**src/pkg/rtc_irq_pkg.sv**
```systemverilog
// constants for the rtc reset and interrupt-request block
// assumes a 200 mhz pclk and an apb master with 32-bit data
`default_nettype none

package rtc_irq_pkg;

	////////////////////////////////////////////////////////////////////////////
	// bus widths
	localparam int unsigned ADDR_W = 8;
	localparam int unsigned DATA_W = 32;

	////////////////////////////////////////////////////////////////////////////
	// register byte addresses
	localparam logic [7:0] ADDR_CTRL   = 8'h00; // interrupt enables, square-wave enable
	localparam logic [7:0] ADDR_FLAGS  = 8'h04; // event flags, cleared by read
	localparam logic [7:0] ADDR_ISTAT  = 8'h08; // sticky interrupt status, write one to clear
	localparam logic [7:0] ADDR_IMASK  = 8'h0c; // interrupt mask, same layout as status
	localparam logic [7:0] ADDR_STATE  = 8'h10; // live block state, read only
	localparam logic [7:0] ADDR_TIME   = 8'h14; // timekeeping count
	localparam logic [7:0] ADDR_RAM    = 8'h20; // first word of general ram
	localparam logic [7:0] RAM_MASK    = 8'hf0; // ram occupies 0x20..0x2c
	localparam int unsigned RAM_WORDS  = 4;

	////////////////////////////////////////////////////////////////////////////
	// field positions
	localparam int unsigned NUM_EV        = 3;
	localparam int unsigned EV_PERIODIC   = 0; // periodic event / enable
	localparam int unsigned EV_ALARM      = 1; // alarm event / enable
	localparam int unsigned EV_UPDATE     = 2; // update-done event / enable
	localparam int unsigned CTRL_SQUARE_WAVE_ENABLE     = 3; // square_wave_enable
	localparam int unsigned FLAG_SUMMARY  = 7; // summary_request_flag
	localparam int unsigned NUM_IS        = 3;
	localparam int unsigned IS_REQUEST    = 0; // new interrupt request raised
	localparam int unsigned IS_DEV_RESET  = 1; // reset pin went low
	localparam int unsigned IS_POWER_FAIL = 2; // supply fell below power_fail_threshold
	localparam int unsigned ST_RESET      = 0; // reset pin low
	localparam int unsigned ST_POWER_FAIL = 1; // power fail present
	localparam int unsigned ST_POWERUP    = 2; // power-up timer expired
	localparam int unsigned ST_IRQ        = 3; // request line pulled low

	////////////////////////////////////////////////////////////////////////////
	// reset values
	localparam logic [2:0] EN_RST    = 3'h0;
	localparam logic [2:0] FLAG_RST  = 3'h0;
	localparam logic [2:0] IMASK_RST = 3'h0;
	localparam logic [2:0] ISTAT_RST = 3'h0;

	////////////////////////////////////////////////////////////////////////////
	// timing
	localparam int unsigned CLK_MHZ    = 200;
	localparam int unsigned POWERUP_MS = 200; // power-up timer length
	localparam int unsigned POWERUP_CYCLES_DEF = POWERUP_MS * 1000 * CLK_MHZ;
	localparam int unsigned PU_CNT_W   = 26;

endpackage

`default_nettype wire

```
**src/logic/pin_sync3.sv**
```systemverilog
// three-stage synchroniser for a level arriving from a pin
// assumes the level is slow against pclk; output moves once stages two and three agree
`default_nettype none

module pin_sync3 #(
	parameter logic RST_VAL = 1'b0
) (
	input  wire logic pclk,
	input  wire logic presetn,
	input  wire logic pin_in,
	output var  logic level_out
);

	logic stage1_r;
	logic stage2_r;
	logic stage3_r;

	////////////////////////////////////////////////////////////////////////////
	// shift chain; stage1 feeds only stage2
	always_ff @(posedge pclk or negedge presetn) begin
		if (!presetn) begin
			stage1_r <= RST_VAL;
			stage2_r <= RST_VAL;
			stage3_r <= RST_VAL;
		end else begin
			stage1_r <= pin_in;
			stage2_r <= stage1_r;
			stage3_r <= stage2_r;
		end
	end

	// accept a new level only when the two late stages agree
	always_ff @(posedge pclk or negedge presetn) begin
		if (!presetn) begin
			level_out <= RST_VAL;
		end else if (stage2_r == stage3_r) begin
			level_out <= stage3_r;
		end
	end

endmodule

`default_nettype wire

```
**src/logic/rtc_irq_ctrl.sv**
```systemverilog
// rtc reset-pin and interrupt-request logic with an apb register port
// assumes event pulses arrive on pclk; reset and power-fail pins are asynchronous
//
// Contract
// - reset pin leaves timekeeping count and general ram untouched
// - reset low with good supply clears the three interrupt enables
// - reset low with good supply clears three event flags and summary flag
// - reset low with good supply releases the request line
// - bus accesses are ignored while reset pin is low
// - reset low with good supply clears square_wave_enable
// - power fail alone never alters control registers
// - request line held low while any flag and its enable are set
// - reading the flag register clears pending flags, releasing the line
// - request line is open drain: pulls low or floats
// - below power_fail_threshold no bus access reaches registers or ram
//
// Register access over APB and the register offsets are this design's own decisions.
`default_nettype none

module rtc_irq_ctrl
	import rtc_irq_pkg::*;
#(
	parameter int unsigned POWERUP_CYCLES = rtc_irq_pkg::POWERUP_CYCLES_DEF
) (
	input  wire logic                         pclk,
	input  wire logic                         presetn,
	input  wire logic                         psel,
	input  wire logic                         penable,
	input  wire logic                         pwrite,
	input  wire logic [rtc_irq_pkg::ADDR_W-1:0] paddr,
	input  wire logic [rtc_irq_pkg::DATA_W-1:0] pwdata,
	output var  logic [rtc_irq_pkg::DATA_W-1:0] prdata,
	output var  logic                         pready,
	output var  logic                         pslverr,
	input  wire logic                         reset_pin_n,
	input  wire logic                         power_fail_pin,
	input  wire logic                         periodic_tick,
	input  wire logic                         alarm_match,
	input  wire logic                         update_done,
	output var  logic                         irq_req_n_out,
	output var  logic                         irq_req_n_oe,
	output var  logic                         square_wave_en,
	output var  logic                         intr
);

	import rtc_irq_pkg::*;

	////////////////////////////////////////////////////////////////////////////
	// declarations
	logic                  reset_pin_n_s;
	logic                  power_fail_s;
	logic                  dev_reset;
	logic                  reset_clear;
	logic                  blocked;
	logic [PU_CNT_W-1:0]   pu_count_r;
	logic                  powerup_done_r;
	logic [NUM_EV-1:0]     int_en_r;
	logic [NUM_EV-1:0]     ev_flag_r;
	logic [NUM_EV-1:0]     ev_in;
	logic                  summary_r;
	logic                  summary_set;
	logic [NUM_IS-1:0]     istat_r;
	logic [NUM_IS-1:0]     imask_r;
	logic [NUM_IS-1:0]     is_event;
	logic                  dev_reset_d_r;
	logic                  power_fail_d_r;
	logic [DATA_W-1:0]     time_count_r;
	logic [DATA_W-1:0]     ram_r [RAM_WORDS];
	logic                  acc_start;
	logic                  acc_commit;
	logic                  acc_ok_r;
	logic                  hit;
	logic [DATA_W-1:0]     rd_mux;
	logic                  wr_now;
	logic                  flag_read;
	logic                  is_ram;
	logic [1:0]            ram_idx;

	////////////////////////////////////////////////////////////////////////////
	// pin synchronisers
	pin_sync3 #(
		.RST_VAL (1'b1)
	) u_sync_reset (
		.pclk      (pclk),
		.presetn   (presetn),
		.pin_in    (reset_pin_n),
		.level_out (reset_pin_n_s)
	);

	pin_sync3 #(
		.RST_VAL (1'b0)
	) u_sync_pfail (
		.pclk      (pclk),
		.presetn   (presetn),
		.pin_in    (power_fail_pin),
		.level_out (power_fail_s)
	);

	// reset pin only clears control state while the supply is good
	assign dev_reset   = ~reset_pin_n_s;
	assign reset_clear = dev_reset & ~power_fail_s;

	////////////////////////////////////////////////////////////////////////////
	// power-up timer; the bus stays shut until it expires
	always_ff @(posedge pclk or negedge presetn) begin
		if (!presetn) begin
			pu_count_r     <= '0;
			powerup_done_r <= 1'b0;
		end else if (!powerup_done_r) begin
			if (pu_count_r >= PU_CNT_W'(POWERUP_CYCLES - 1)) begin
				powerup_done_r <= 1'b1;
			end else begin
				pu_count_r <= pu_count_r + PU_CNT_W'(1);
			end
		end
	end

	// accesses are refused under reset, power fail or before power-up
	assign blocked = dev_reset | power_fail_s | ~powerup_done_r;

	////////////////////////////////////////////////////////////////////////////
	// apb handshake: answer one cycle into the access phase
	assign acc_start  = psel & penable & ~pready;
	assign acc_commit = psel & penable & pready;
	assign is_ram     = (paddr & RAM_MASK) == ADDR_RAM;
	assign ram_idx    = paddr[3:2];

	// address decode and read data
	always_comb begin
		hit    = 1'b1;
		rd_mux = '0;
		if (is_ram && paddr[1:0] == 2'h0) begin
			rd_mux = ram_r[ram_idx];
		end else begin
			unique case (paddr)
				ADDR_CTRL: begin
					rd_mux[NUM_EV-1:0] = int_en_r;
					rd_mux[CTRL_SQUARE_WAVE_ENABLE]  = square_wave_en;
				end
				ADDR_FLAGS: begin
					rd_mux[NUM_EV-1:0]   = ev_flag_r;
					rd_mux[FLAG_SUMMARY] = summary_r;
				end
				ADDR_ISTAT: rd_mux[NUM_IS-1:0] = istat_r;
				ADDR_IMASK: rd_mux[NUM_IS-1:0] = imask_r;
				ADDR_STATE: begin
					rd_mux[ST_RESET]      = dev_reset;
					rd_mux[ST_POWER_FAIL] = power_fail_s;
					rd_mux[ST_POWERUP]    = powerup_done_r;
					rd_mux[ST_IRQ]        = irq_req_n_oe;
				end
				ADDR_TIME: rd_mux = time_count_r;
				default:   hit = 1'b0;
			endcase
		end
	end

	// answer registers; a refused access reads zero and flags an error
	always_ff @(posedge pclk or negedge presetn) begin
		if (!presetn) begin
			pready   <= 1'b0;
			pslverr  <= 1'b0;
			prdata   <= '0;
			acc_ok_r <= 1'b0;
		end else if (acc_start) begin
			pready   <= 1'b1;
			acc_ok_r <= hit & ~blocked;
			pslverr  <= ~hit | blocked;
			prdata   <= (hit && !blocked && !pwrite) ? rd_mux : '0;
		end else begin
			pready   <= 1'b0;
			pslverr  <= 1'b0;
			acc_ok_r <= 1'b0;
		end
	end

	// effects land on the edge where the master sees pready
	assign wr_now    = acc_commit & acc_ok_r & pwrite;
	assign flag_read = acc_commit & acc_ok_r & ~pwrite & (paddr == ADDR_FLAGS);

	////////////////////////////////////////////////////////////////////////////
	// control register: interrupt enables and square-wave enable
	always_ff @(posedge pclk or negedge presetn) begin
		if (!presetn) begin
			int_en_r       <= EN_RST;
			square_wave_en <= 1'b0;
		end else if (reset_clear) begin
			int_en_r       <= EN_RST;
			square_wave_en <= 1'b0;
		end else if (wr_now && paddr == ADDR_CTRL) begin
			int_en_r       <= pwdata[NUM_EV-1:0];
			square_wave_en <= pwdata[CTRL_SQUARE_WAVE_ENABLE];
		end
	end

	////////////////////////////////////////////////////////////////////////////
	// event flags: set by pulses, cleared by reading, new event beats the clear
	assign ev_in[EV_PERIODIC] = periodic_tick;
	assign ev_in[EV_ALARM]    = alarm_match;
	assign ev_in[EV_UPDATE]   = update_done;

	always_ff @(posedge pclk or negedge presetn) begin
		if (!presetn) begin
			ev_flag_r <= FLAG_RST;
		end else if (reset_clear) begin
			ev_flag_r <= FLAG_RST;
		end else if (flag_read) begin
			ev_flag_r <= ev_in;
		end else begin
			ev_flag_r <= ev_flag_r | ev_in;
		end
	end

	// summary flag follows any enabled flag, sticky until the flag read
	assign summary_set = |((ev_flag_r | ev_in) & int_en_r);

	always_ff @(posedge pclk or negedge presetn) begin
		if (!presetn) begin
			summary_r <= 1'b0;
		end else if (reset_clear) begin
			summary_r <= 1'b0;
		end else if (flag_read) begin
			summary_r <= |(ev_in & int_en_r);
		end else if (summary_set) begin
			summary_r <= 1'b1;
		end
	end

	////////////////////////////////////////////////////////////////////////////
	// open-drain request line: value fixed low, enable pulls it
	always_ff @(posedge pclk or negedge presetn) begin
		if (!presetn) begin
			irq_req_n_out <= 1'b0;
			irq_req_n_oe  <= 1'b0;
		end else begin
			irq_req_n_out <= 1'b0;
			if (reset_clear) begin
				irq_req_n_oe <= 1'b0;
			end else begin
				irq_req_n_oe <= |(ev_flag_r & int_en_r) & ~flag_read;
			end
		end
	end

	////////////////////////////////////////////////////////////////////////////
	// interrupt status: request raised, reset pin entry, power fail entry
	always_ff @(posedge pclk or negedge presetn) begin
		if (!presetn) begin
			dev_reset_d_r  <= 1'b0;
			power_fail_d_r <= 1'b0;
		end else begin
			dev_reset_d_r  <= dev_reset;
			power_fail_d_r <= power_fail_s;
		end
	end

	assign is_event[IS_REQUEST]    = summary_set & ~summary_r & ~reset_clear;
	assign is_event[IS_DEV_RESET]  = dev_reset & ~dev_reset_d_r;
	assign is_event[IS_POWER_FAIL] = power_fail_s & ~power_fail_d_r;

	// write one clears; an event in the same cycle keeps its bit
	always_ff @(posedge pclk or negedge presetn) begin
		if (!presetn) begin
			istat_r <= ISTAT_RST;
		end else if (wr_now && paddr == ADDR_ISTAT) begin
			istat_r <= (istat_r & ~pwdata[NUM_IS-1:0]) | is_event;
		end else begin
			istat_r <= istat_r | is_event;
		end
	end

	// mask register
	always_ff @(posedge pclk or negedge presetn) begin
		if (!presetn) begin
			imask_r <= IMASK_RST;
		end else if (wr_now && paddr == ADDR_IMASK) begin
			imask_r <= pwdata[NUM_IS-1:0];
		end
	end

	// level interrupt to the system
	always_ff @(posedge pclk or negedge presetn) begin
		if (!presetn) begin
			intr <= 1'b0;
		end else begin
			intr <= |(istat_r & imask_r);
		end
	end

	////////////////////////////////////////////////////////////////////////////
	// timekeeping count; the reset pin has no path here
	always_ff @(posedge pclk or negedge presetn) begin
		if (!presetn) begin
			time_count_r <= '0;
		end else if (wr_now && paddr == ADDR_TIME) begin
			time_count_r <= pwdata;
		end else if (update_done) begin
			time_count_r <= time_count_r + DATA_W'(1);
		end
	end

	// general ram; kept across bus and pin resets alike
	always_ff @(posedge pclk) begin
		if (wr_now && is_ram && paddr[1:0] == 2'h0) begin
			ram_r[ram_idx] <= pwdata;
		end
	end

endmodule

`default_nettype wire

```
**config.mk**
```make
export PLATFORM = sky130hd
export DESIGN_NAME = rtc_irq_ctrl
export DESIGN_NICKNAME = d
export VERILOG_FILES = /design/src/pkg/rtc_irq_pkg.sv /design/src/logic/pin_sync3.sv /design/src/logic/rtc_irq_ctrl.sv
export SDC_FILE = /design/constraint.sdc
export NUM_CORES = 1
export LEC_CHECK = 0
export ABC_AREA = 1
export ABC_CLOCK_PERIOD_IN_PS = 3100
export BUFFER_PORTS_ARGS = -buffer_cell sky130_fd_sc_hd__buf_2
export CORE_MARGIN = 5
export CORE_UTILIZATION = 50
export CTS_BUF_LIST = sky130_fd_sc_hd__clkbuf_4 sky130_fd_sc_hd__clkbuf_8
export DETAILED_ROUTE_END_ITERATION = 10
export GPL_ROUTABILITY_DRIVEN = 0
export HOLD_SLACK_MARGIN = 0.02
export PLACE_DENSITY = 0.65
export REMOVE_ABC_BUFFERS = 1
export SLEW_MARGIN = 10
export SYNTH_ARGS = -nofsm -noshare
export SYNTH_HDL_FRONTEND = slang
export SYNTH_HIERARCHICAL = 1
export SYNTH_SLANG_ARGS = --single-unit
```
**constraint.sdc**
```tcl
create_clock -name pclk -period 3.1 [get_ports pclk]
set_input_delay 0.31 -clock pclk [delete_from_list [all_inputs] [get_ports pclk]]
set_output_delay 0.31 -clock pclk [all_outputs]
set_load 0.05 [all_outputs]
```
# Word-level counts from Yosys, hierarchy flattened
# Memories as Yosys holds them, arrays and structs flattened.
# Cells that the tools add are included.
[totals] latch_bits=0 mem_count=1 word_cells=127 inputBits=50 ramBits=128 register_bits=120 rom_bits=0
[op_classes] n_eq_ne=8 muxes=29 magnitude_cmp=1 div=0 add_sub_neg=2 n_mul=0 bitwise=39 shift=0 reduce_logical=22
[memory_table] name="ram_r" words=4 width=32 rd=1 rd_clocked_by_memory_dff=0 write_ports=1 line="rtc_irq_ctrl.sv:68" text="logic [DATA_W-1:0] ram_r [RAM_WORDS];"
[op_table] op="2-to-1 mux 32 bit" n=4
[op_table] op="adder 32 x 1 -> 32 bit, second input constant" n=1
[op_table] op="adder 26 x 1 -> 26 bit, second input constant" n=1
[op_table] op=">= comparator 26 bit, second input constant" n=1
[op_table] op="2-to-1 mux 24 bit" n=1
[op_table] op="2-to-1 mux 3 bit" n=6
[op_table] op="case mux 3 bit (6 select lines)" n=1
[op_table] op="equality test 8 x 4 -> 1 bit, second input constant" n=2
[op_table] op="equality test 8 x 5 -> 1 bit, second input constant" n=2
[op_table] op="bitwise AND 3 bit" n=5
[op_table] op="2-to-1 mux 1 bit" n=15
[op_table] op="bitwise AND 1 bit" n=14
[op_table] op="NOT 1 bit" n=13
[op_table] op="OR reduction 3 bit" n=4
[op_table] op="logical AND 1 bit" n=9
[op_table] op="OR 3 bit" n=3
[op_table] op="equality test 8 x 3 -> 1 bit, second input constant" n=1
[op_table] op="zero test 8 bit" n=1
[op_table] op="OR reduction 6 bit" n=1
[op_table] op="equality test 4 x 2 -> 1 bit, second input constant" n=1
[op_table] op="nonzero test 2 bit" n=2
[op_table] op="NOT 3 bit" n=1
[op_table] op="OR 1 bit" n=3
[op_table] op="case mux 1 bit (3 select lines)" n=1
[op_table] op="other kinds (6)" n=8

# Longest topological paths before layout
[logic_depth] depth_word=8 mapped_depth=13 ltp_nobuf=11

# Hierarchy
# The synthesis kept the hierarchy.
[modules_own_cells] module="rtc_irq_ctrl" cells_per_inst=1343 instances=1 seq_area_each_um2=6646.4 area_per_inst_um2=11808.8
[modules_own_cells] module="pin_sync3 (u_sync_reset)" cells_per_inst=8 instances=1 seq_area_each_um2=105.1 area_per_inst_um2=121.4
[modules_own_cells] module="pin_sync3 (u_sync_pfail)" cells_per_inst=8 instances=1 seq_area_each_um2=100.1 area_per_inst_um2=116.4

# Worst setup path after synthesis
# OpenSTA, ideal clock, no wires.
[synth_path] path_type="reg2reg" startpoint="register pready" endpoint="memory ram_r[0][0] (enable)" stages_incl_launch_ff=5 arrival_ns=2.558 path_slack_ns=0.121 required_time_ns=2.679 path_cell_list="dfrtp_1 nand4_1 nor2_2 nand2_1 nor2_1"
[synth_between] elab_chain_cells=7
[synth_rtl] element="from (decl)" line="rtc_irq_ctrl.sv:33" text="output var logic pready,"
[synth_rtl] element="from (signal assigned)" line="rtc_irq_ctrl.sv:161" text="pready <= 1'b0;"
[synth_rtl] element="from (signal assigned)" line="rtc_irq_ctrl.sv:166" text="pready <= 1'b1;"
[synth_rtl] element="from (signal assigned)" line="rtc_irq_ctrl.sv:171" text="pready <= 1'b0;"
[synth_rtl] element="bitwise AND 1 bit" line="rtc_irq_ctrl.sv:124" text="assign acc_commit = psel & penable & pready;"
[synth_rtl] element="bitwise AND 1 bit (2 in a row)" line="rtc_irq_ctrl.sv:178" text="assign wr_now = acc_commit & acc_ok_r & pwrite;"
[synth_rtl] element="logical AND 1 bit (2 in a row)" line="rtc_irq_ctrl.sv:304" text="if (wr_now && is_ram && paddr[1:0] == 2'h0) begin"
[synth_rtl] element="2-to-1 mux 1 bit" line="rtc_irq_ctrl.sv:304"
[synth_rtl] element="2-to-1 mux 1 bit (implied by the code)" line="rtc_irq_ctrl.sv:305" text="ram_r[ram_idx] <= pwdata;"
[synth_rtl] element="to (decl)" line="rtc_irq_ctrl.sv:68"
# Every way passes these cells.

# Worst setup path after layout
[layout_path] startpoint="register pready" endpoint="memory ram_r[3][22] (enable)"
# Same word-level chain as after synthesis.

==> impl_metrics.csv <==
group,metric,value,unit
flow_run,drv_cap,0,
logic_synthesis,synth_compound_area_share,9.30,%
critical_path,cp_data_arrival_time,2.45,ns
clock_tree,numCtsBuffers,42,
logic_synthesis,muxShareOfSynthArea,0,%
clock_tree,post_cts_buffers,0,
critical_path,startpoint_type,"flip-flop",
die,start_util,51.0,%
cells_and_area,syn_to_final_growth,16.6,%
die,dieHeight,165,microns
logic_synthesis,synth_top_family_by_area,"simple AND/OR/NAND/NOR gates",
cells_and_area,regArea,0.00685,sq mm
logic_synthesis,ys_ff_latch,248,
hold_path,min_path_type,"input pin to flip-flop",
route,vias_per_cell,5.38,
timing,worst_slack,0.847,ns
critical_path,end_kind,"flip-flop",
route,drcViolationCount,0,
global_route,grt_pass1_wl,53.3,mm
logic_synthesis,synth_edf_count,128,
logic_synthesis,synth_warnings,6,
global_route,grt_usage,24.9,%
critical_path,path_max_fanout,32,
clock_tree,htree_levels,2,
timing,rsz0062_at_grt,"false",
clock_tree,cts_tree,"done",
die,die_w,165,microns
power,pwr_density_cell,526,mW/mm^2
route,first_iter_violations,844,
timing,fin_hold_ws,0.0648,ns
cells_and_area,fillCellCount,2105,
die,dieArea,0.0273,sq mm
critical_path,cp.required,3.29,ns
cells_and_area,drive_gt1_share,15.8,%
logic_synthesis,yosys.area_share.adder,0.208,%
route,vias,9946,
timing,timing.slew.headroom,45.9,%
logic_synthesis,synth.most_common_cell,"nand2_1",
placed_design,dp.cells,1738,
global_route,grt_pass1_vias,9907,
die,coreArea,0.0236,sq mm
die,rows,56,
route,ant_nets,0,
global_route,grt_max_degree,45,
power,p_leak,6.01,nW
timing,fin_crit_sh,72.7,%
clock_tree,cts_root_buf,"clkbuf_8",
timing,hold_viol,0,
logic_synthesis,synth_cells,1359,
logic_synthesis,synthTopCellsByCount,"nand2_1, nor2_1, edfxtp_1",
clock_tree,path_clk_slew,0.06,ns
route,drt_first_pass_iters,5,
cells_and_area,multiInputGateArea,0.00455,sq mm
timing,fin_crit,2.25,ns
logic_synthesis,async_flop_share,48.4,%
timing,finClkSkew,0.0169,ns
timing,setup_viol,0,
run_status,outcome,"completed",
global_route,met3_usage,3.67,%
logic_synthesis,syn_area,0.0120,sq mm
clock_tree,hold_buffers,34,
cells_and_area,fin_cells,1850,
route,wl,33.3,mm
critical_path,crit_type,"flip-flop to flip-flop",
route,wire_per_inst,18.0,microns
clock_tree,cts_resized,0,
cells_and_area,num_antenna_cells,0,
clock_tree,worstSkewPairLatency,0.57,ns
logic_synthesis,synth.distinct_cells,40,
placed_design,io_buffers,86,
timing,worst_pin_slew,0.808,ns
logic_synthesis,netlist_top_cells_area,"edfxtp_1, dfrtp_1, nand2_1",
logic_synthesis,synth-xor-area-share,1.89,%
logic_synthesis,syn_avg_cell_area,8.86,sq um
logic_synthesis,ys.flop_type,"edfxtp_1",
placed_design,dp_hpwl,22.8,mm
global_route,grt_busiest_layer,"met2",
logic_synthesis,synth_seq_area_share,56.9,%
logic_synthesis,synth-simple-area-share,26.1,%
global_route,overflow,0,
power,peakVddDrop,0.371,mV
cells_and_area,nNetsFinal,1549,
die,io_pins,88,
logic_synthesis,yosys.area.top_type,"edfxtp_1",
timing,fmax,444,MHz
logic_synthesis,yosys.area.top_type_share,31.9,%
timing,maxSlewViolCount,0,
clock_tree,cts.sinks,248,
global_route,use_met1,34.2,%
clock_tree,cts_buffer_depth,3,
placed_design,dp_slack,0.520,ns
global_route,grt_use_met2,41.2,%
global_route,antenna_found_initial,0,
through the flow:
step                      instance area (sq um)  total power [W]  util, %  setup TNS, ns
after detailed placement                  12800          0.00424     54.2              0
final                                     14000          0.00739     59.5              0
after global placement                    12800          0.00423     54.2              0
after global routing                      14000          0.00769     59.5              0
after CTS                                 14000          0.00744     59.5              0
after floorplan                           11800          0.00399        -          -9.08
power breakdown:
group          internal (W)  leakage, nW  total [W]  switching, W
logic              0.000181         2.78   0.000541      0.000360
registers           0.00356         2.74    0.00367      0.000112
clock network       0.00180        0.488    0.00317       0.00138
worst paths after layout:
| kind | startpoint | end | slack [ns] | depth (start not counted) |
|---|---|---|---|---|
| max reg2reg | pready | ram_r[3][22] | 0.85 | 5 |
| min in group asynchronous | presetn | istat_r[1] | 0.34 | 2 |
| min reg2reg | u_sync_reset/stage1_r | u_sync_reset/stage2_r | 0.37 | 0 |
| max in group asynchronous | presetn | prdata[29] | 1.88 | 3 |
| min | pwdata[16] | ram_r[2][16] | 0.06 | 1 |
| max | pready | ram_r[3][22] | 0.85 | 5 |
routing by layer:
layer / part of all wire, % / routed length, microns
met4: 2.7 / 910
met1: 44 / 14600
met2: 48 / 15800
met3: 5.9 / 1960
met5: 0 / 0
kinds of logic after synthesis:
| group | Yosys count |
|---|---|
| AND/OR/NAND/NOR | 736 |
| flip-flops | 248 |
| AO/OA/AOI/OAI | 196 |
| buffers and inverters | 150 |
| XOR/XNOR | 26 |
| adder cells (fa/ha/maj) | 2 |
| other | 1 |
state kept, by name, summed over array words and instances, names as in the netlist, 3 cells and up:
register,count
prdata,32
ev_flag_r,3
pu_count_r,26
imask_r,3
ram_r,128
time_count_r,32
istat_r,3
int_en_r,3
cell type report:
cell class	instances	share of cell area, %
timing repair buffer	141	6.72
tap	319	2.84
clock buffer	64	5.60
multi-input combinational	961	32.4
clock inverter	14	0.873
sequential	248	48.8
inverter	103	2.77
critical path, cell delays in order, from the launching register on:
cell and delay [ns]:
dfrtp_1 0.37, nand4_1 0.15, nor2_2 0.34, nand2_1 0.38, nor2_4 0.16, buf_4 0.47
placed cells by master, fill, tap and decap left out, types with 3 or more instances in the layout:
cell             n
nand4_1          7
xnor2_1          7
clkbuf_8        49
o22ai_1         39
o21ai_2         18
or2_2            3
o21ai_0         88
dfrtp_1        116
inv_2           10
nand2_2          3
xor2_1          19
o21ai_1         26
buf_2           85
nand2_1        407
a21oi_1         16
nor2_2           3
nand3_1        119
nand3b_1        10
buf_4           21
edfxtp_1       128
nor3_1          13
inv_1           91
nor2_4           9
clkinv_1         5
dfstp_2          4
clkbuf_4        15
nor2_1         151
nand2_4          4
clkinv_2         6
dlygate4sd3_1   34
o211ai_1         8
No activity file was read; power rests on OpenSTA's default activity.
